$ cat src/ssp_pkg.sv
package ssp_pkg;

  // ----------------------------------------------------------------
  // word and buffer geometry
  // ----------------------------------------------------------------
  localparam int WORD_W = 16;
  localparam int FIFO_DEPTH = 8;
  localparam int FIFO_AW = 3;
  localparam logic [3:0] FIFO_CNT_FULL = 4'h8;

  // ----------------------------------------------------------------
  // frame size: code is bits minus one, 4 to 16 bits
  // ----------------------------------------------------------------
  localparam logic [3:0] SIZE_MIN = 4'h3;
  localparam logic [3:0] SIZE_MAX = 4'hf;

  // ----------------------------------------------------------------
  // frame formats
  // ----------------------------------------------------------------
  localparam logic [1:0] FMT_SPI = 2'h0;
  localparam logic [1:0] FMT_PULSE = 2'h1;
  localparam logic [1:0] FMT_GATED = 2'h2;

  // ----------------------------------------------------------------
  // values after reset
  // ----------------------------------------------------------------
  localparam logic [7:0] PRE_RST = 8'h00;
  localparam logic [7:0] RATE_RST = 8'h00;
  localparam logic [4:0] EDGE_RST = 5'h00;
  localparam logic [15:0] WORD_RST = 16'h0000;
  localparam logic [3:0] CNT_RST = 4'h0;
  localparam logic [2:0] PTR_RST = 3'h0;

  // ----------------------------------------------------------------
  // transfer engine states
  // ----------------------------------------------------------------
  typedef enum logic [1:0] {
    ST_IDLE,
    ST_SETUP,
    ST_XFER,
    ST_GAP
  } ssp_state_t;

endpackage

$ cat src/ssp_fifo_if.sv
`timescale 1ns/10ps
// ------------------------------------------------------------------
// word stream into and out of one buffer
// ------------------------------------------------------------------
interface ssp_fifo_if;
  logic wr_valid;
  logic wr_ready;
  logic [ssp_pkg::WORD_W-1:0] wr_data;
  logic rd_valid;
  logic rd_ready;
  logic [ssp_pkg::WORD_W-1:0] rd_data;
  logic empty;
  logic full;

  modport fifo (
    input wr_valid,
    input wr_data,
    input rd_ready,
    output wr_ready,
    output rd_valid,
    output rd_data,
    output empty,
    output full
  );

  modport user (
    output wr_valid,
    output wr_data,
    output rd_ready,
    input wr_ready,
    input rd_valid,
    input rd_data,
    input empty,
    input full
  );
endinterface

$ cat src/ssp_fifo.sv
`timescale 1ns/10ps
module ssp_fifo (
  input wire logic i_clk_sys,
  input wire logic i_rst,
  ssp_fifo_if.fifo f
);

  // ----------------------------------------------------------------
  // storage and pointers
  // ----------------------------------------------------------------
  logic [ssp_pkg::WORD_W-1:0] mem_r [ssp_pkg::FIFO_DEPTH];
  logic [ssp_pkg::FIFO_AW-1:0] wr_ptr_r;
  logic [ssp_pkg::FIFO_AW-1:0] rd_ptr_r;
  logic [3:0] cnt_r;
  logic do_wr;
  logic do_rd;

  // handshakes and status straight from the count
  assign f.empty = (cnt_r == ssp_pkg::CNT_RST);
  assign f.full = (cnt_r == ssp_pkg::FIFO_CNT_FULL);
  assign f.wr_ready = !f.full;
  assign f.rd_valid = !f.empty;
  assign f.rd_data = mem_r[rd_ptr_r];
  assign do_wr = f.wr_valid && !f.full;
  assign do_rd = f.rd_ready && !f.empty;

  // write side, storage has no reset
  always_ff @(posedge i_clk_sys) begin
    if (do_wr) begin
      mem_r[wr_ptr_r] <= f.wr_data;
    end
  end

  // pointers and fill count
  always_ff @(posedge i_clk_sys or posedge i_rst) begin
    if (i_rst) begin
      wr_ptr_r <= ssp_pkg::PTR_RST;
      rd_ptr_r <= ssp_pkg::PTR_RST;
      cnt_r <= ssp_pkg::CNT_RST;
    end else begin
      if (do_wr) begin
        wr_ptr_r <= wr_ptr_r + 3'h1;
      end
      if (do_rd) begin
        rd_ptr_r <= rd_ptr_r + 3'h1;
      end
      if (do_wr && !do_rd) begin
        cnt_r <= cnt_r + 4'h1;
      end else if (do_rd && !do_wr) begin
        cnt_r <= cnt_r - 4'h1;
      end
    end
  end

endmodule // ssp_fifo

$ cat src/ssp_sync_serial_port.sv
`timescale 1ns/10ps
module ssp_sync_serial_port (
  input wire logic i_clk_sys,
  input wire logic i_rst,
  input wire logic i_enable,
  input wire logic i_master,
  input wire logic i_slave_out_off,
  input wire logic [1:0] i_frame_fmt,
  input wire logic [3:0] i_size,
  input wire logic i_clk_pol,
  input wire logic i_clk_pha,
  input wire logic [7:0] i_prescale,
  input wire logic [7:0] i_rate,
  input wire logic i_tx_valid,
  input wire logic [15:0] i_tx_data,
  output logic o_tx_ready,
  output logic o_rx_valid,
  output logic [15:0] o_rx_data,
  input wire logic i_rx_ready,
  output logic o_tx_empty,
  output logic o_tx_not_full,
  output logic o_rx_not_empty,
  output logic o_rx_full,
  output logic o_busy,
  output logic o_sclk_o,
  output logic o_sclk_oe,
  input wire logic i_sclk_i,
  output logic o_fss_o,
  output logic o_fss_oe,
  input wire logic i_fss_i,
  output logic o_txd_o,
  output logic o_txd_oe,
  input wire logic i_rxd
);

  // ----------------------------------------------------------------
  // buffers
  // ----------------------------------------------------------------
  ssp_fifo_if tx_if ();
  ssp_fifo_if rx_if ();

  ssp_fifo u_tx_fifo (
    .i_clk_sys(i_clk_sys),
    .i_rst(i_rst),
    .f(tx_if.fifo)
  );

  ssp_fifo u_rx_fifo (
    .i_clk_sys(i_clk_sys),
    .i_rst(i_rst),
    .f(rx_if.fifo)
  );

  logic [15:0] rx_word;
  logic [15:0] size_mask;
  logic frame_done;
  logic load_ev;

  // processor and engine sides of the buffers
  assign tx_if.wr_valid = i_tx_valid;
  assign tx_if.wr_data = i_tx_data;
  assign o_tx_ready = tx_if.wr_ready;
  assign rx_if.rd_ready = i_rx_ready;
  assign o_rx_valid = rx_if.rd_valid;
  assign o_rx_data = rx_if.rd_data;
  assign tx_if.rd_ready = load_ev;
  assign rx_if.wr_valid = frame_done;
  assign rx_if.wr_data = rx_word & size_mask;

  // ----------------------------------------------------------------
  // pin synchronisers
  // ----------------------------------------------------------------
  logic sclk_s1_r;
  logic sclk_s2_r;
  logic sclk_s3_r;
  logic fss_s1_r;
  logic fss_s2_r;
  logic fss_s3_r;
  logic rxd_s1_r;
  logic rxd_s2_r;

  // two flops on each pin, a third only for edge finding
  always_ff @(posedge i_clk_sys or posedge i_rst) begin
    if (i_rst) begin
      sclk_s1_r <= 1'b0;
      sclk_s2_r <= 1'b0;
      sclk_s3_r <= 1'b0;
      fss_s1_r <= 1'b0;
      fss_s2_r <= 1'b0;
      fss_s3_r <= 1'b0;
      rxd_s1_r <= 1'b0;
      rxd_s2_r <= 1'b0;
    end else begin
      sclk_s1_r <= i_sclk_i;
      sclk_s2_r <= sclk_s1_r;
      sclk_s3_r <= sclk_s2_r;
      fss_s1_r <= i_fss_i;
      fss_s2_r <= fss_s1_r;
      fss_s3_r <= fss_s2_r;
      rxd_s1_r <= i_rxd;
      rxd_s2_r <= rxd_s1_r;
    end
  end

  // ----------------------------------------------------------------
  // frame settings
  // ----------------------------------------------------------------
  logic [3:0] size_c;
  logic is_spi;
  logic late_pha;
  logic idle_pol;
  logic [4:0] last_edge;

  assign size_c = (i_size < ssp_pkg::SIZE_MIN) ? ssp_pkg::SIZE_MIN : i_size;
  assign is_spi = (i_frame_fmt == ssp_pkg::FMT_SPI);
  assign late_pha = is_spi ? i_clk_pha : 1'b1;
  assign idle_pol = is_spi ? i_clk_pol : 1'b0;
  assign last_edge = {size_c, 1'b1};

  // keep only the bits of the chosen frame length
  for (genvar b = 0; b < ssp_pkg::WORD_W; b++) begin : g_mask
    assign size_mask[b] = (4'(b) <= size_c);
  end

  // ----------------------------------------------------------------
  // master clock divider
  // ----------------------------------------------------------------
  logic [7:0] pre_cnt_r;
  logic [7:0] rate_cnt_r;
  logic [7:0] pre_half;
  logic pre_tick;
  logic half_ev;
  ssp_pkg::ssp_state_t state_r;

  // half bit = (prescale/2) * (rate+1) clocks, prescale at least 2
  assign pre_half = (i_prescale[7:1] == 7'h00) ? 8'h01 : {1'b0, i_prescale[7:1]};
  assign pre_tick = (pre_cnt_r == pre_half - 8'h01);
  assign half_ev = pre_tick && (rate_cnt_r == i_rate);

  // prescaler then rate divider, held at zero while idle
  always_ff @(posedge i_clk_sys or posedge i_rst) begin
    if (i_rst) begin
      pre_cnt_r <= ssp_pkg::PRE_RST;
      rate_cnt_r <= ssp_pkg::RATE_RST;
    end else if (state_r == ssp_pkg::ST_IDLE) begin
      pre_cnt_r <= ssp_pkg::PRE_RST;
      rate_cnt_r <= ssp_pkg::RATE_RST;
    end else if (pre_tick) begin
      pre_cnt_r <= ssp_pkg::PRE_RST;
      rate_cnt_r <= half_ev ? ssp_pkg::RATE_RST : rate_cnt_r + 8'h01;
    end else begin
      pre_cnt_r <= pre_cnt_r + 8'h01;
    end
  end

  // ----------------------------------------------------------------
  // edge events of the serial clock
  // ----------------------------------------------------------------
  logic [4:0] edge_r;
  logic edge_ev;
  logic lead_ev;
  logic trail_ev;
  logic shift_ev;
  logic capt_ev;
  logic slv_start;
  logic slv_abort;
  logic run;

  localparam logic [4:0] EDGE_ZERO = ssp_pkg::EDGE_RST;

  assign run = i_enable;
  // master: divider; slave: any synced clock change
  assign edge_ev = (state_r == ssp_pkg::ST_XFER) &&
                   (i_master ? half_ev : (sclk_s2_r != sclk_s3_r));
  assign lead_ev = edge_ev && !edge_r[0];
  assign trail_ev = edge_ev && edge_r[0];
  assign shift_ev = late_pha ? (lead_ev && (edge_r != EDGE_ZERO)) : trail_ev;
  assign capt_ev = late_pha ? trail_ev : lead_ev;
  assign frame_done = edge_ev && (edge_r == last_edge);

  // slave frame start and early end by the frame signal
  always_comb begin
    slv_start = 1'b0;
    slv_abort = 1'b0;
    if (i_frame_fmt == ssp_pkg::FMT_SPI) begin
      slv_start = !fss_s2_r;
      slv_abort = fss_s2_r;
    end else if (i_frame_fmt == ssp_pkg::FMT_PULSE) begin
      slv_start = fss_s2_r && !fss_s3_r;
    end else begin
      slv_start = fss_s2_r;
      slv_abort = !fss_s2_r;
    end
  end

  // ----------------------------------------------------------------
  // transfer state machine
  // ----------------------------------------------------------------
  ssp_pkg::ssp_state_t state_nxt;

  always_comb begin
    state_nxt = state_r;
    load_ev = 1'b0;
    case (state_r)
      ssp_pkg::ST_IDLE: begin
        if (run && i_master && tx_if.rd_valid) begin
          state_nxt = ssp_pkg::ST_SETUP;
          load_ev = 1'b1;
        end else if (run && !i_master && slv_start) begin
          state_nxt = ssp_pkg::ST_XFER;
          load_ev = tx_if.rd_valid;
        end
      end
      ssp_pkg::ST_SETUP: begin
        if (half_ev) begin
          state_nxt = ssp_pkg::ST_XFER;
        end
      end
      ssp_pkg::ST_XFER: begin
        if (!i_master && slv_abort) begin
          state_nxt = ssp_pkg::ST_IDLE;
        end else if (frame_done) begin
          state_nxt = i_master ? ssp_pkg::ST_GAP : ssp_pkg::ST_IDLE;
        end
      end
      default: begin
        if (half_ev) begin
          state_nxt = ssp_pkg::ST_IDLE;
        end
      end
    endcase
    if (!run) begin
      state_nxt = ssp_pkg::ST_IDLE;
    end
  end

  // state and edge count
  always_ff @(posedge i_clk_sys or posedge i_rst) begin
    if (i_rst) begin
      state_r <= ssp_pkg::ST_IDLE;
      edge_r <= ssp_pkg::EDGE_RST;
    end else begin
      state_r <= state_nxt;
      if (state_nxt != ssp_pkg::ST_XFER) begin
        edge_r <= ssp_pkg::EDGE_RST;
      end else if (edge_ev) begin
        edge_r <= edge_r + 5'h01;
      end
    end
  end

  // ----------------------------------------------------------------
  // shift registers
  // ----------------------------------------------------------------
  logic [15:0] tx_sh_r;
  logic [15:0] rx_sh_r;

  // word is left aligned so the next bit is always the top one
  always_ff @(posedge i_clk_sys or posedge i_rst) begin
    if (i_rst) begin
      tx_sh_r <= ssp_pkg::WORD_RST;
    end else if (state_r == ssp_pkg::ST_IDLE && state_nxt != ssp_pkg::ST_IDLE) begin
      tx_sh_r <= load_ev ? (tx_if.rd_data << (ssp_pkg::SIZE_MAX - size_c))
                         : ssp_pkg::WORD_RST;
    end else if (shift_ev) begin
      tx_sh_r <= {tx_sh_r[14:0], 1'b0};
    end else if (state_nxt == ssp_pkg::ST_IDLE) begin
      tx_sh_r <= ssp_pkg::WORD_RST;
    end
  end

  // last sample may land on the final edge itself
  assign rx_word = capt_ev ? {rx_sh_r[14:0], rxd_s2_r} : rx_sh_r;

  always_ff @(posedge i_clk_sys or posedge i_rst) begin
    if (i_rst) begin
      rx_sh_r <= ssp_pkg::WORD_RST;
    end else if (state_r == ssp_pkg::ST_IDLE) begin
      rx_sh_r <= ssp_pkg::WORD_RST;
    end else if (capt_ev) begin
      rx_sh_r <= {rx_sh_r[14:0], rxd_s2_r};
    end
  end

  // ----------------------------------------------------------------
  // serial clock out
  // ----------------------------------------------------------------
  logic sclk_r;

  always_ff @(posedge i_clk_sys or posedge i_rst) begin
    if (i_rst) begin
      sclk_r <= 1'b0;
    end else if (state_r != ssp_pkg::ST_XFER) begin
      sclk_r <= idle_pol;
    end else if (edge_ev) begin
      sclk_r <= !sclk_r;
    end
  end

  // ----------------------------------------------------------------
  // pins and status
  // ----------------------------------------------------------------
  logic in_frame;

  assign in_frame = (state_r == ssp_pkg::ST_SETUP) || (state_r == ssp_pkg::ST_XFER);

  // frame signal: low in SPI, one setup pulse, or high for the frame
  always_comb begin
    if (i_frame_fmt == ssp_pkg::FMT_SPI) begin
      o_fss_o = !in_frame;
    end else if (i_frame_fmt == ssp_pkg::FMT_PULSE) begin
      o_fss_o = (state_r == ssp_pkg::ST_SETUP);
    end else begin
      o_fss_o = in_frame;
    end
  end

  assign o_sclk_o = sclk_r;
  assign o_txd_o = tx_sh_r[15];
  assign o_sclk_oe = run && i_master;
  assign o_fss_oe = run && i_master;
  assign o_txd_oe = run && (i_master ||
                    ((state_r == ssp_pkg::ST_XFER) && !i_slave_out_off));
  assign o_tx_empty = tx_if.empty;
  assign o_tx_not_full = !tx_if.full;
  assign o_rx_not_empty = !rx_if.empty;
  assign o_rx_full = rx_if.full;
  assign o_busy = (state_r != ssp_pkg::ST_IDLE) || !tx_if.empty;

endmodule // ssp_sync_serial_port

$ cat config.mk
export PLATFORM = sky130hd
export DESIGN_NAME = ssp_sync_serial_port
export DESIGN_NICKNAME = d
export VERILOG_FILES = /design/src/ssp_pkg.sv /design/src/ssp_fifo_if.sv /design/src/ssp_fifo.sv /design/src/ssp_sync_serial_port.sv
export SDC_FILE = /design/constraint.sdc
export NUM_CORES = 1
export LEC_CHECK = 0
export ABC_CLOCK_PERIOD_IN_PS = 7000
export BUFFER_PORTS_ARGS = -buffer_cell sky130_fd_sc_hd__buf_4
export CAP_MARGIN = 20
export CORE_AREA = 2 2 174 219
export DETAILED_ROUTE_END_ITERATION = 6
export DIE_AREA = 0 0 176 221
export PLACE_DENSITY_LB_ADDON = 0.12
export SETUP_SLACK_MARGIN = 0.3
export SKIP_CTS_REPAIR_TIMING = 1
export SLEW_MARGIN = 40
export SYNTH_ARGS = -nofsm -noshare
export SYNTH_HDL_FRONTEND = slang
export SYNTH_SLANG_ARGS = --single-unit
$ cat constraint.sdc
create_clock -name i_clk_sys -period 7 [get_ports i_clk_sys]
set_input_delay 1.05 -clock i_clk_sys [delete_from_list [all_inputs] [get_ports i_clk_sys]]
set_output_delay 1.05 -clock i_clk_sys [all_outputs]
set_load 0.02 [all_outputs]
==> flow_summary.toml, run 1 <==
[finish]
synthToLayoutAreaGrowth_pct = 15.7
fillCellCount = 3214
layout-drive-gt1-share_pct = 26.1
fin_cells = 1562
diodes = 0
nNetsFinal = 1122

[synthesis]
synthTopCellsByArea = "edfxtp_1 51%, dfrtp_1 14%, mux4_2 9.8%"
syn_inst = 966
yosysWarnings = 0
synth.most_common_cell = "edfxtp_1"
synth_area_sq_um = 14900
synth_edf_count = 256
synthDistinctLibCells = 68
ys_seq_area_share_pct = 65.5
synth.avg_cell_area_sq_um = 15.5
yosys_register_bits = 340
synth_nets = 1037
ys.flop_type = "edfxtp_1"
async_flop_share_pct = 24.7
synth.top_cell.area_share_pct = 51.4
synth_top_area_cell = "edfxtp_1"
synth_top_cells_by_count = "256 x edfxtp_1, 84 x dfrtp_1, 68 x nor2_1"

[sta]
fin_skew_ns = 0.0229
period_share_pct = 70.1
rsz0062_at_grt = "false"
finalWorstSetupSlack_ns = 2.09
hold_ws_ns = 0.348
fin_tns_setup_ns = 0
tightest_slew_ns = 0.797
fmax_ghz = 0.204
fin_crit_ns = 4.91
slew_headroom_pct = 46.5
drv_slew = 0
final-setup-viol-count = 0
final-hold-violation-count = 0

[power_and_ir_drop]
power_mw = 5.35
p_leak_nw = 5.98
power.density_nw_per_um2 = 310
vdd.ir_drop.worst_uv = 266

[worst_setup_path]
start_kind = "primary input"
path_class = "primary input to flip-flop"
worstPathArrival_ns = 5.31
crit_required_ns = 7.41
end_kind = "flip-flop"
cp_max_fo = 10

[cts]
cts_root_buf = "clkbuf_16"
cts_buffer_depth = 3
htreeDepth = 2
cts_tree = "built"
cts.sinks = 340
cts_buffers = 36
insertion_delay_ns = 0.54
cts.clk_slew.worst_paths_ns = 0.06

[floorplan]
die_h_um = 221
start_util_pct = 40.5
coreArea_sq_um = 36900
rows = 79
die_w_um = 176
dieArea_sq_um = 38900
ios = 79

[place]
dp_hpwl_um = 19100
gp_congestion = 0.825
dp_cells = 1499
io_buffers = 77
pre_cts_ws_ns = 1.51

[routing]
first_pass_iters = 4
totalWireLength_um = 30800
avgRoutedWirePerCell_um = 19.7
drt_iter0_drc = 557
drc = 0
antenna_left = 0
vias = 8174
viasPerCell = 5.23

[grt]
grt_overflow = 0
antenna_found_initial = 0
grt_pass1_wl_um = 49200
grt_pass1_vias = 8580
grt_max_degree = 65
grt_usage_pct = 16.3

[flow_run]
cap_violations = 0

[min_path]
hold_path_class = "flip-flop to flip-flop"

[run_status]
status = "complete, no violations"
routing by layer:
| metal | up-vias | track usage [%] | share of wire [%] |
|---|---|---|---|
| met2 | 119 | 29.5 | 52 |
| met4 | 0 | 4.16 | 1.8 |
| met5 | - | 0 | 0 |
| li1 | 3866 | - | - |
| met3 | 39 | 2.80 | 3.5 |
| met1 | 4150 | 20.2 | 43 |
flip-flops by register name, indices dropped and copies added (netlist names), 4 cells and up:
| register | flops |
|---|---|
| u_rx_fifo.mem_r | 128 |
| u_tx_fifo.mem_r | 128 |
| rx_sh_r | 16 |
| tx_sh_r | 16 |
| pre_cnt_r | 8 |
| rate_cnt_r | 8 |
| edge_r | 5 |
| u_rx_fifo.cnt_r | 4 |
| u_tx_fifo.cnt_r | 4 |
critical path, stage by stage:
cell and delay (ns):
buf_4 0.13, or4_1 0.54, o31a_1 0.27, ha_1 0.25, or3b_1 0.22, o31ai_1 0.10
a2111oi_4 0.39, nand4_2 0.24, a21oi_1 0.33, buf_4 0.23, nand3_1 0.13, inv_1 0.19
ha_1 0.20, inv_1 0.09, ha_1 0.28, a21o_1 0.17, a21oi_1 0.16, xnor2_1 0.13
nor2_1 0.06, xor2_1 0.14
placed cells by master, fill, tap and decap left out, types with 13 or more instances in the layout:
cell,count
mux2i_1,27
edfxtp_1,256
nand3_1,16
nor2_1,68
mux2_2,38
xnor2_1,37
a21oi_1,27
nand2_1,58
nand2b_1,13
inv_1,17
buf_4,98
mux4_2,65
ha_1,18
clkbuf_16,36
nor3_1,15
o21ai_0,32
dfrtp_1,79
layout make-up:
cell class / count / area [sq um] / area share (%)
clock buffer: 46 / 938 / 5.43
clock inverter: 17 / 210 / 1.22
inverter: 20 / 77.6 / 0.449
multi-input combinational: 554 / 4910 / 28.4
sequential: 340 / 9800 / 56.7
tap: 486 / 608 / 3.52
timing repair buffer: 99 / 747 / 4.32
stage by stage:
stage | util, % | cell area [sq um]
after floorplan | - | 14900
after global placement | 43.7 | 16100
after detailed placement | 43.8 | 16100
after CTS | 46.9 | 17300
after global routing | 46.9 | 17300
final | 46.9 | 17300
power breakdown:
group	internal [mW]	switching [mW]
clock network	1.10	0.779
registers	2.32	0.0861
logic	0.479	0.586
total	3.90	1.45
cell families after synthesis:
kind of cell | share of synthesized area [%]
simple gates | 7.65
fa+ha+maj | 1.86
buf+inv | 2.03
compound gates | 5.61
xor+xnor | 2.87
mux | 14.5
flops | 65.5
final timing paths:
path | endpoint | start | cells after the start | slack (ns)
max reg2reg | u_rx_fifo.cnt_r[3]$_DFFE_PP0P_ | pre_cnt_r[3]$_DFF_PP0_ | 16 | 3.01
min | rxd_s2_r$_DFF_PP0_ | rxd_s1_r$_DFF_PP0_ | 0 | 0.35
max in group asynchronous | u_tx_fifo.rd_ptr_r[0]$_DFFE_PP0P_ | i_rst | 3 | 5.61
min reg2reg | rxd_s2_r$_DFF_PP0_ | rxd_s1_r$_DFF_PP0_ | 0 | 0.35
min in group asynchronous | pre_cnt_r[3]$_DFF_PP0_ | i_rst | 2 | 0.48
max | u_rx_fifo.cnt_r[3]$_DFFE_PP0P_ | i_prescale[3] | 20 | 2.09
Note: power is estimated with default switching activity, not from simulation.
==> inputs of run 2 (changes only) <==
--- a/config.mk
+++ b/config.mk
@@ -5,7 +5,7 @@
 export SDC_FILE = /design/constraint.sdc
 export NUM_CORES = 1
 export LEC_CHECK = 0
-export ABC_CLOCK_PERIOD_IN_PS = 7000
+export ABC_CLOCK_PERIOD_IN_PS = 4100
 export BUFFER_PORTS_ARGS = -buffer_cell sky130_fd_sc_hd__buf_4
 export CAP_MARGIN = 20
 export CORE_AREA = 2 2 174 219
==> constraint.sdc (replaced) <==
create_clock -name i_clk_sys -period 4.1 [get_ports i_clk_sys]
set_input_delay 0.615 -clock i_clk_sys [delete_from_list [all_inputs] [get_ports i_clk_sys]]
set_output_delay 0.615 -clock i_clk_sys [all_outputs]
set_load 0.02 [all_outputs]
==> run 2 against run 1 <==
Effect of this change: clock skew decreased by 0.0067 ns; highest routed layer is now met5; via count increased by 2.7%; sequential power increased by 72%; sequential share of layout area decreased by 2.3 points; critical endpoint unchanged.
==> flow_summary.toml, run 2 (synthesis results as in run 1) <==
[floorplan]
die_h_um = 221
start_util_pct = 40.5
rows = 79
dieArea_sq_um = 38900
die_w_um = 176
ios = 79
coreArea_sq_um = 36900

[routing]
first_pass_iters = 4
antenna_left = 0
viasPerCell = 5.19
avgRoutedWirePerCell_um = 19.4
totalWireLength_um = 31300
drt_iter0_drc = 394
vias = 8397
drc = 0

[worst_setup_path]
cp_max_fo = 3
end_kind = "flip-flop"
worstPathArrival_ns = 4.16
max_stage_delay_ns = 0.44
crit_required_ns = 4.51
path_class = "primary input to flip-flop"
start_kind = "primary input"
slowest_stage = "or4_4"
path_cells = "buf_6 > or4_4 > o31a_1 > ha_2 > or3b_4 > or4_4 > a2111oi_4 > nand4_2 > a21oi_4 > buf_6 > nand3_4 > inv_4 > ha_4 > inv_4 > ha_4 > a21o_1 > a21oi_2 > xnor2_1 > nor2_1 > xor2_1"

[finish]
synthToLayoutAreaGrowth_pct = 20.5
layout_common_cells = "256 x edfxtp_1, 136 x buf_4, 81 x dfrtp_1, 65 x mux4_2, 64 x nor2_1"
fin_cells = 1619
mostFrequentLayoutCell = "edfxtp_1"
final_util_pct = 48.8
fillCellCount = 3182
largest_registers = "u_rx_fifo.mem_r: 128 flops, u_tx_fifo.mem_r: 128 flops"
nNetsFinal = 1176
layout-drive-gt1-share_pct = 31.3
diodes = 0

[grt]
grt_pass1_wl_um = 49800
grt_usage_pct = 16.6
grt_pass1_vias = 8760
grt_overflow = 0
grt_max_degree = 34
antenna_found_initial = 1

[sta]
tightest_slew_ns = 0.756
drv_slew = 0
fmax_ghz = 0.266
period_share_pct = 91.6
fin_skew_ns = 0.0161
rsz0062_at_grt = "true"
final-hold-violation-count = 0
finalWorstSetupSlack_ns = 0.346
slew_headroom_pct = 49.6
fin_crit_ns = 3.75
final-setup-viol-count = 0
fin_tns_setup_ns = 0

[cts]
cts_buffers = 36
cts.clk_slew.worst_paths_ns = 0.06
cts_root_buf = "clkbuf_16"
cts_tree = "built"
insertion_delay_ns = 0.53
cts.sinks = 340
cts_buffer_depth = 3
htreeDepth = 2

[place]
gp_congestion = 0.816
dp_cells = 1550
pre_cts_ws_ns = -0.378
io_buffers = 77
dp_hpwl_um = 20400

[power_and_ir_drop]
p_leak_nw = 6.13
power.density_nw_per_um2 = 511
vdd.ir_drop.worst_uv = 392

[flow_run]
cap_violations = 0

[run_status]
status = "complete, no violations"

[min_path]
hold_path_class = "primary input to async pin"
-- run 2: cell types whose count changed in the layout (fill, tap and decap cells not counted), sizes merged --
cell / previous run / this run
bufinv: 4 / 3
buf: 99 / 153
clkbuf: 46 / 48
inv: 21 / 18
clkinv: 12 / 17
-- run 2: worst max-delay path: cells and delay by family --
family	cells	cell delay, ns
simple gates	6	1.30
xor+xnor	2	0.26
fa+ha+maj	3	0.51
buf+inv	4	0.32
compound gates	5	1.15
-- run 2: final timing paths --
check,start,end,slack (ns),cells past startpoint
setup / recovery,i_prescale[2],u_rx_fifo.cnt_r[3]$_DFFE_PP0P_,0.35,20
hold / removal,i_rst,fss_s2_r$_DFF_PP0_,0.14,2
setup reg to reg,pre_cnt_r[6]$_DFF_PP0_,u_rx_fifo.cnt_r[3]$_DFFE_PP0P_,0.65,16
hold reg to reg,fss_s1_r$_DFF_PP0_,fss_s2_r$_DFF_PP0_,0.35,0
max in group asynchronous,i_rst,u_rx_fifo.rd_ptr_r[0]$_DFFE_PP0P_,3.14,3
min in group i_clk_sys,i_sclk_i,sclk_s1_r$_DFF_PP0_,0.20,1
-- run 2: metal layers --
layer	GRT usage, %	share of wire, %
met4	4.61	2.0
met1	20.5	42
met3	3.28	3.7
met2	29.5	52
met5	0	0.035
-- run 2: cell type report --
class	instances	area [sq um]	area share (%)
tap	486	608	3.38
clock inverter	18	166	0.924
multi-input combinational	554	5060	28.1
clock buffer	48	988	5.49
timing repair buffer	153	1310	7.27
sequential	340	9790	54.4
inverter	20	81.3	0.452
-- run 2: power by group --
| part | switching, mW | total (mW) | internal (mW) |
|---|---|---|---|
| clock | 1.29 | 3.18 | 1.89 |
| combinational | 0.978 | 1.88 | 0.902 |
| sequential | 0.192 | 4.15 | 3.96 |
| total | 2.46 | 9.21 | 6.75 |
-- run 2: per-stage QoR --
stage	instance area [sq um]	hold slack [ns]	power (mW)
2_1_floorplan	15100	0.331	5.48
3_3_place_gp	16800	0.336	6.13
3_5_place_dp	16800	0.335	6.14
4_1_cts	17900	0.141	9.36
5_1_grt	18000	0.164	9.68
6_report	18000	0.136	9.21
==> inputs of run 3 (changes only) <==
--- a/config.mk
+++ b/config.mk
@@ -8,9 +8,9 @@
 export ABC_CLOCK_PERIOD_IN_PS = 4100
 export BUFFER_PORTS_ARGS = -buffer_cell sky130_fd_sc_hd__buf_4
 export CAP_MARGIN = 20
-export CORE_AREA = 2 2 174 219
+export CORE_AREA = 2 2 176 222
 export DETAILED_ROUTE_END_ITERATION = 6
-export DIE_AREA = 0 0 176 221
+export DIE_AREA = 0 0 178 224
 export PLACE_DENSITY_LB_ADDON = 0.12
 export SETUP_SLACK_MARGIN = 0.3
 export SKIP_CTS_REPAIR_TIMING = 1
==> run 3 against run 2 <==
Effect of this change: global-route usage decreased by 0.14 points; routed wire length rose by 0.89%; via count up 0.51%; register-to-register slack better by 0.08 ns; final cell count unchanged; non-clock buffer count is 3 lower; clock power is 4% lower; flip-flop and latch count is the same; critical path type unchanged; critical endpoint unchanged; largest cell class unchanged.
==> flow_summary.toml, run 3 (synthesis results as in run 1) <==
[sta]
tightest_slew_ns = 0.663
fin_skew_ns = 0.0232
final-hold-violation-count = 0
slew_headroom_pct = 55.6
rsz0062_at_grt = "true"
drv_slew = 0
final-setup-viol-count = 0
fin_tns_setup_ns = 0
fin_crit_ns = 3.73
period_share_pct = 90.9
fmax_ghz = 0.268
hold_ws_ns = 0.140

[worst_setup_path]
timing.rr.start = "pre_cnt_r[6]$_DFF_PP0_"
end_kind = "flip-flop"
cp_max_fo = 3
rrSetupSlack_ns = 0.73
setup.worst_path.start = "i_prescale[3]"
path_class = "primary input to flip-flop"
crit_required_ns = 4.52
r2r_end = "u_rx_fifo.cnt_r[3]$_DFFE_PP0P_"
crit_end = "u_rx_fifo.cnt_r[3]$_DFFE_PP0P_"
max_stage_delay_ns = 0.53
r2r_cells = 16
slowest_stage = "or4_4"
worstPathArrival_ns = 4.15
path_cells = "buf_4 > or4_4 > o31a_1 > ha_2 > or3b_4 > o31ai_4 > a2111oi_4 > nand4_2 > a21oi_4 > buf_6 > nand3_4 > inv_4 > ha_4 > inv_4 > ha_4 > a21o_1 > a21oi_2 > xnor2_1 > nor2_1 > xor2_1"
start_kind = "primary input"

[routing]
antenna_left = 0
avgRoutedWirePerCell_um = 19.5
viasPerCell = 5.21
totalWireLength_um = 31600
drc = 0
first_pass_iters = 5
vias = 8440
drt_iter0_drc = 449

[power_and_ir_drop]
p_leak_nw = 6.08
vdd.ir_drop.worst_uv = 428
power.switching_mw = 2.49
power.density_nw_per_um2 = 505
seq_power_share_pct = 45.2
power.internal_mw = 6.57
clockPowerShare_pct = 33.6
combPwrFrac_pct = 21.2
netSwitchingFraction_pct = 27.5

[run_status]
status = "complete, no violations"

[cts]
cts.sinks = 340
insertion_delay_ns = 0.54
htreeDepth = 2
cts_buffers = 35
cts_tree = "built"
cts_root_buf = "clkbuf_16"
cts_buffer_depth = 3
cts.clk_slew.worst_paths_ns = 0.06

[finish]
nNetsFinal = 1172
layout-drive-gt1-share_pct = 31.5
largest_registers = "u_rx_fifo.mem_r: 128 flops, u_tx_fifo.mem_r: 128 flops"
mostFrequentLayoutCell = "edfxtp_1"
synthToLayoutAreaGrowth_pct = 20.0
layout_common_cells = "256 x edfxtp_1, 138 x buf_4, 80 x dfrtp_1, 65 x mux4_2, 64 x nor2_1"
final_util_pct = 47.5
fin_area_sq_um = 17900
diodes = 0

[grt]
antenna_found_initial = 0
grt_overflow = 0
grt_pass1_vias = 8899
grt_pass1_wl_um = 50300
grt_max_degree = 45
grt_usage_pct = 16.4

[place]
gp_congestion = 0.841
placed_area_sq_um = 16700
io_buffers = 77
dp_hpwl_um = 20300

[min_path]
hold_path_class = "primary input to async pin"

[floorplan]
die_h_um = 224
ios = 79
rows = 80
die_w_um = 178
dieArea_sq_um = 39900
coreArea_sq_um = 37700
start_util_pct = 39.6

[flow_run]
cap_violations = 0
## run 3: changes by cell type in the layout (fill, tap and decap cells not counted), moves of 2 or more
cell | previous run | this run
buf_6 | 6 | 1
clkinv_2 | 7 | 4
a21oi_1 | 24 | 22
a21oi_2 | 4 | 6
and2_1 | 8 | 6
and2_4 | 0 | 2
buf_4 | 136 | 138
clkbuf_16 | 38 | 36
inv_16 | 0 | 2
## run 3: metrics by stage
step | cells | setup slack, ns | power (mW)
global route | 1619 | 0.196 | 9.52
CTS | 1616 | 0.214 | 9.21
global placement | 1553 | -0.299 | 6.10
detailed placement | 1553 | -0.355 | 6.12
floorplan | 966 | -0.0895 | 5.48
finish | 1619 | 0.374 | 9.06
## run 3: area by class of cell
class / instances / area [sq um]
Timing Repair Buffer: 150 / 1270
Fill cell: 3244 / 19800
Tap cell: 492 / 616
Sequential cell: 340 / 9790
Inverter: 20 / 82.6
Clock inverter: 17 / 164
Multi-Input combinational cell: 554 / 5090
Clock buffer: 46 / 917
## run 3: per-layer routing
metal  global-route usage (%)  share of wire, %  wire (um)
met5                        0                 0          0
met4                     4.57               2.1        657
met3                     2.78               3.8       1190
met2                     29.6                53      16700
met1                     20.2                41      13100
## run 3: worst min path at each step
| stage | start | to | slack, ns | depth (start not counted) |
|---|---|---|---|---|
| floorplan | fss_s1_r$_DFF_PP0_ | fss_s2_r$_DFF_PP0_ | 0.33 | 0 |
| global placement | rxd_s1_r$_DFF_PP0_ | rxd_s2_r$_DFF_PP0_ | 0.33 | 0 |
| detailed placement | rxd_s1_r$_DFF_PP0_ | rxd_s2_r$_DFF_PP0_ | 0.34 | 0 |
| CTS | i_rxd | rxd_s1_r$_DFF_PP0_ | 0.16 | 1 |
| global route | i_rxd | rxd_s1_r$_DFF_PP0_ | 0.16 | 1 |
| finish | i_rst | fss_s1_r$_DFF_PP0_ | 0.14 | 2 |
## run 3: worst max-delay path: cells and delay by family
kind	cells	cell delay (ns)
simple gates	5	1.13
buf+inv	4	0.37
compound gates	6	1.26
xor+xnor	2	0.25
fa+ha+maj	3	0.52
## run 3: power by group through the flow
stage	Sequential [mW]	Clock [mW]	Combinational, mW
final	4.10	3.04	1.92
after global routing	4.13	3.27	2.12
after CTS	4.10	3.15	1.96
after detailed placement	4.17	0	1.95
after global placement	4.17	0	1.94
after floorplan	4.11	0	1.37
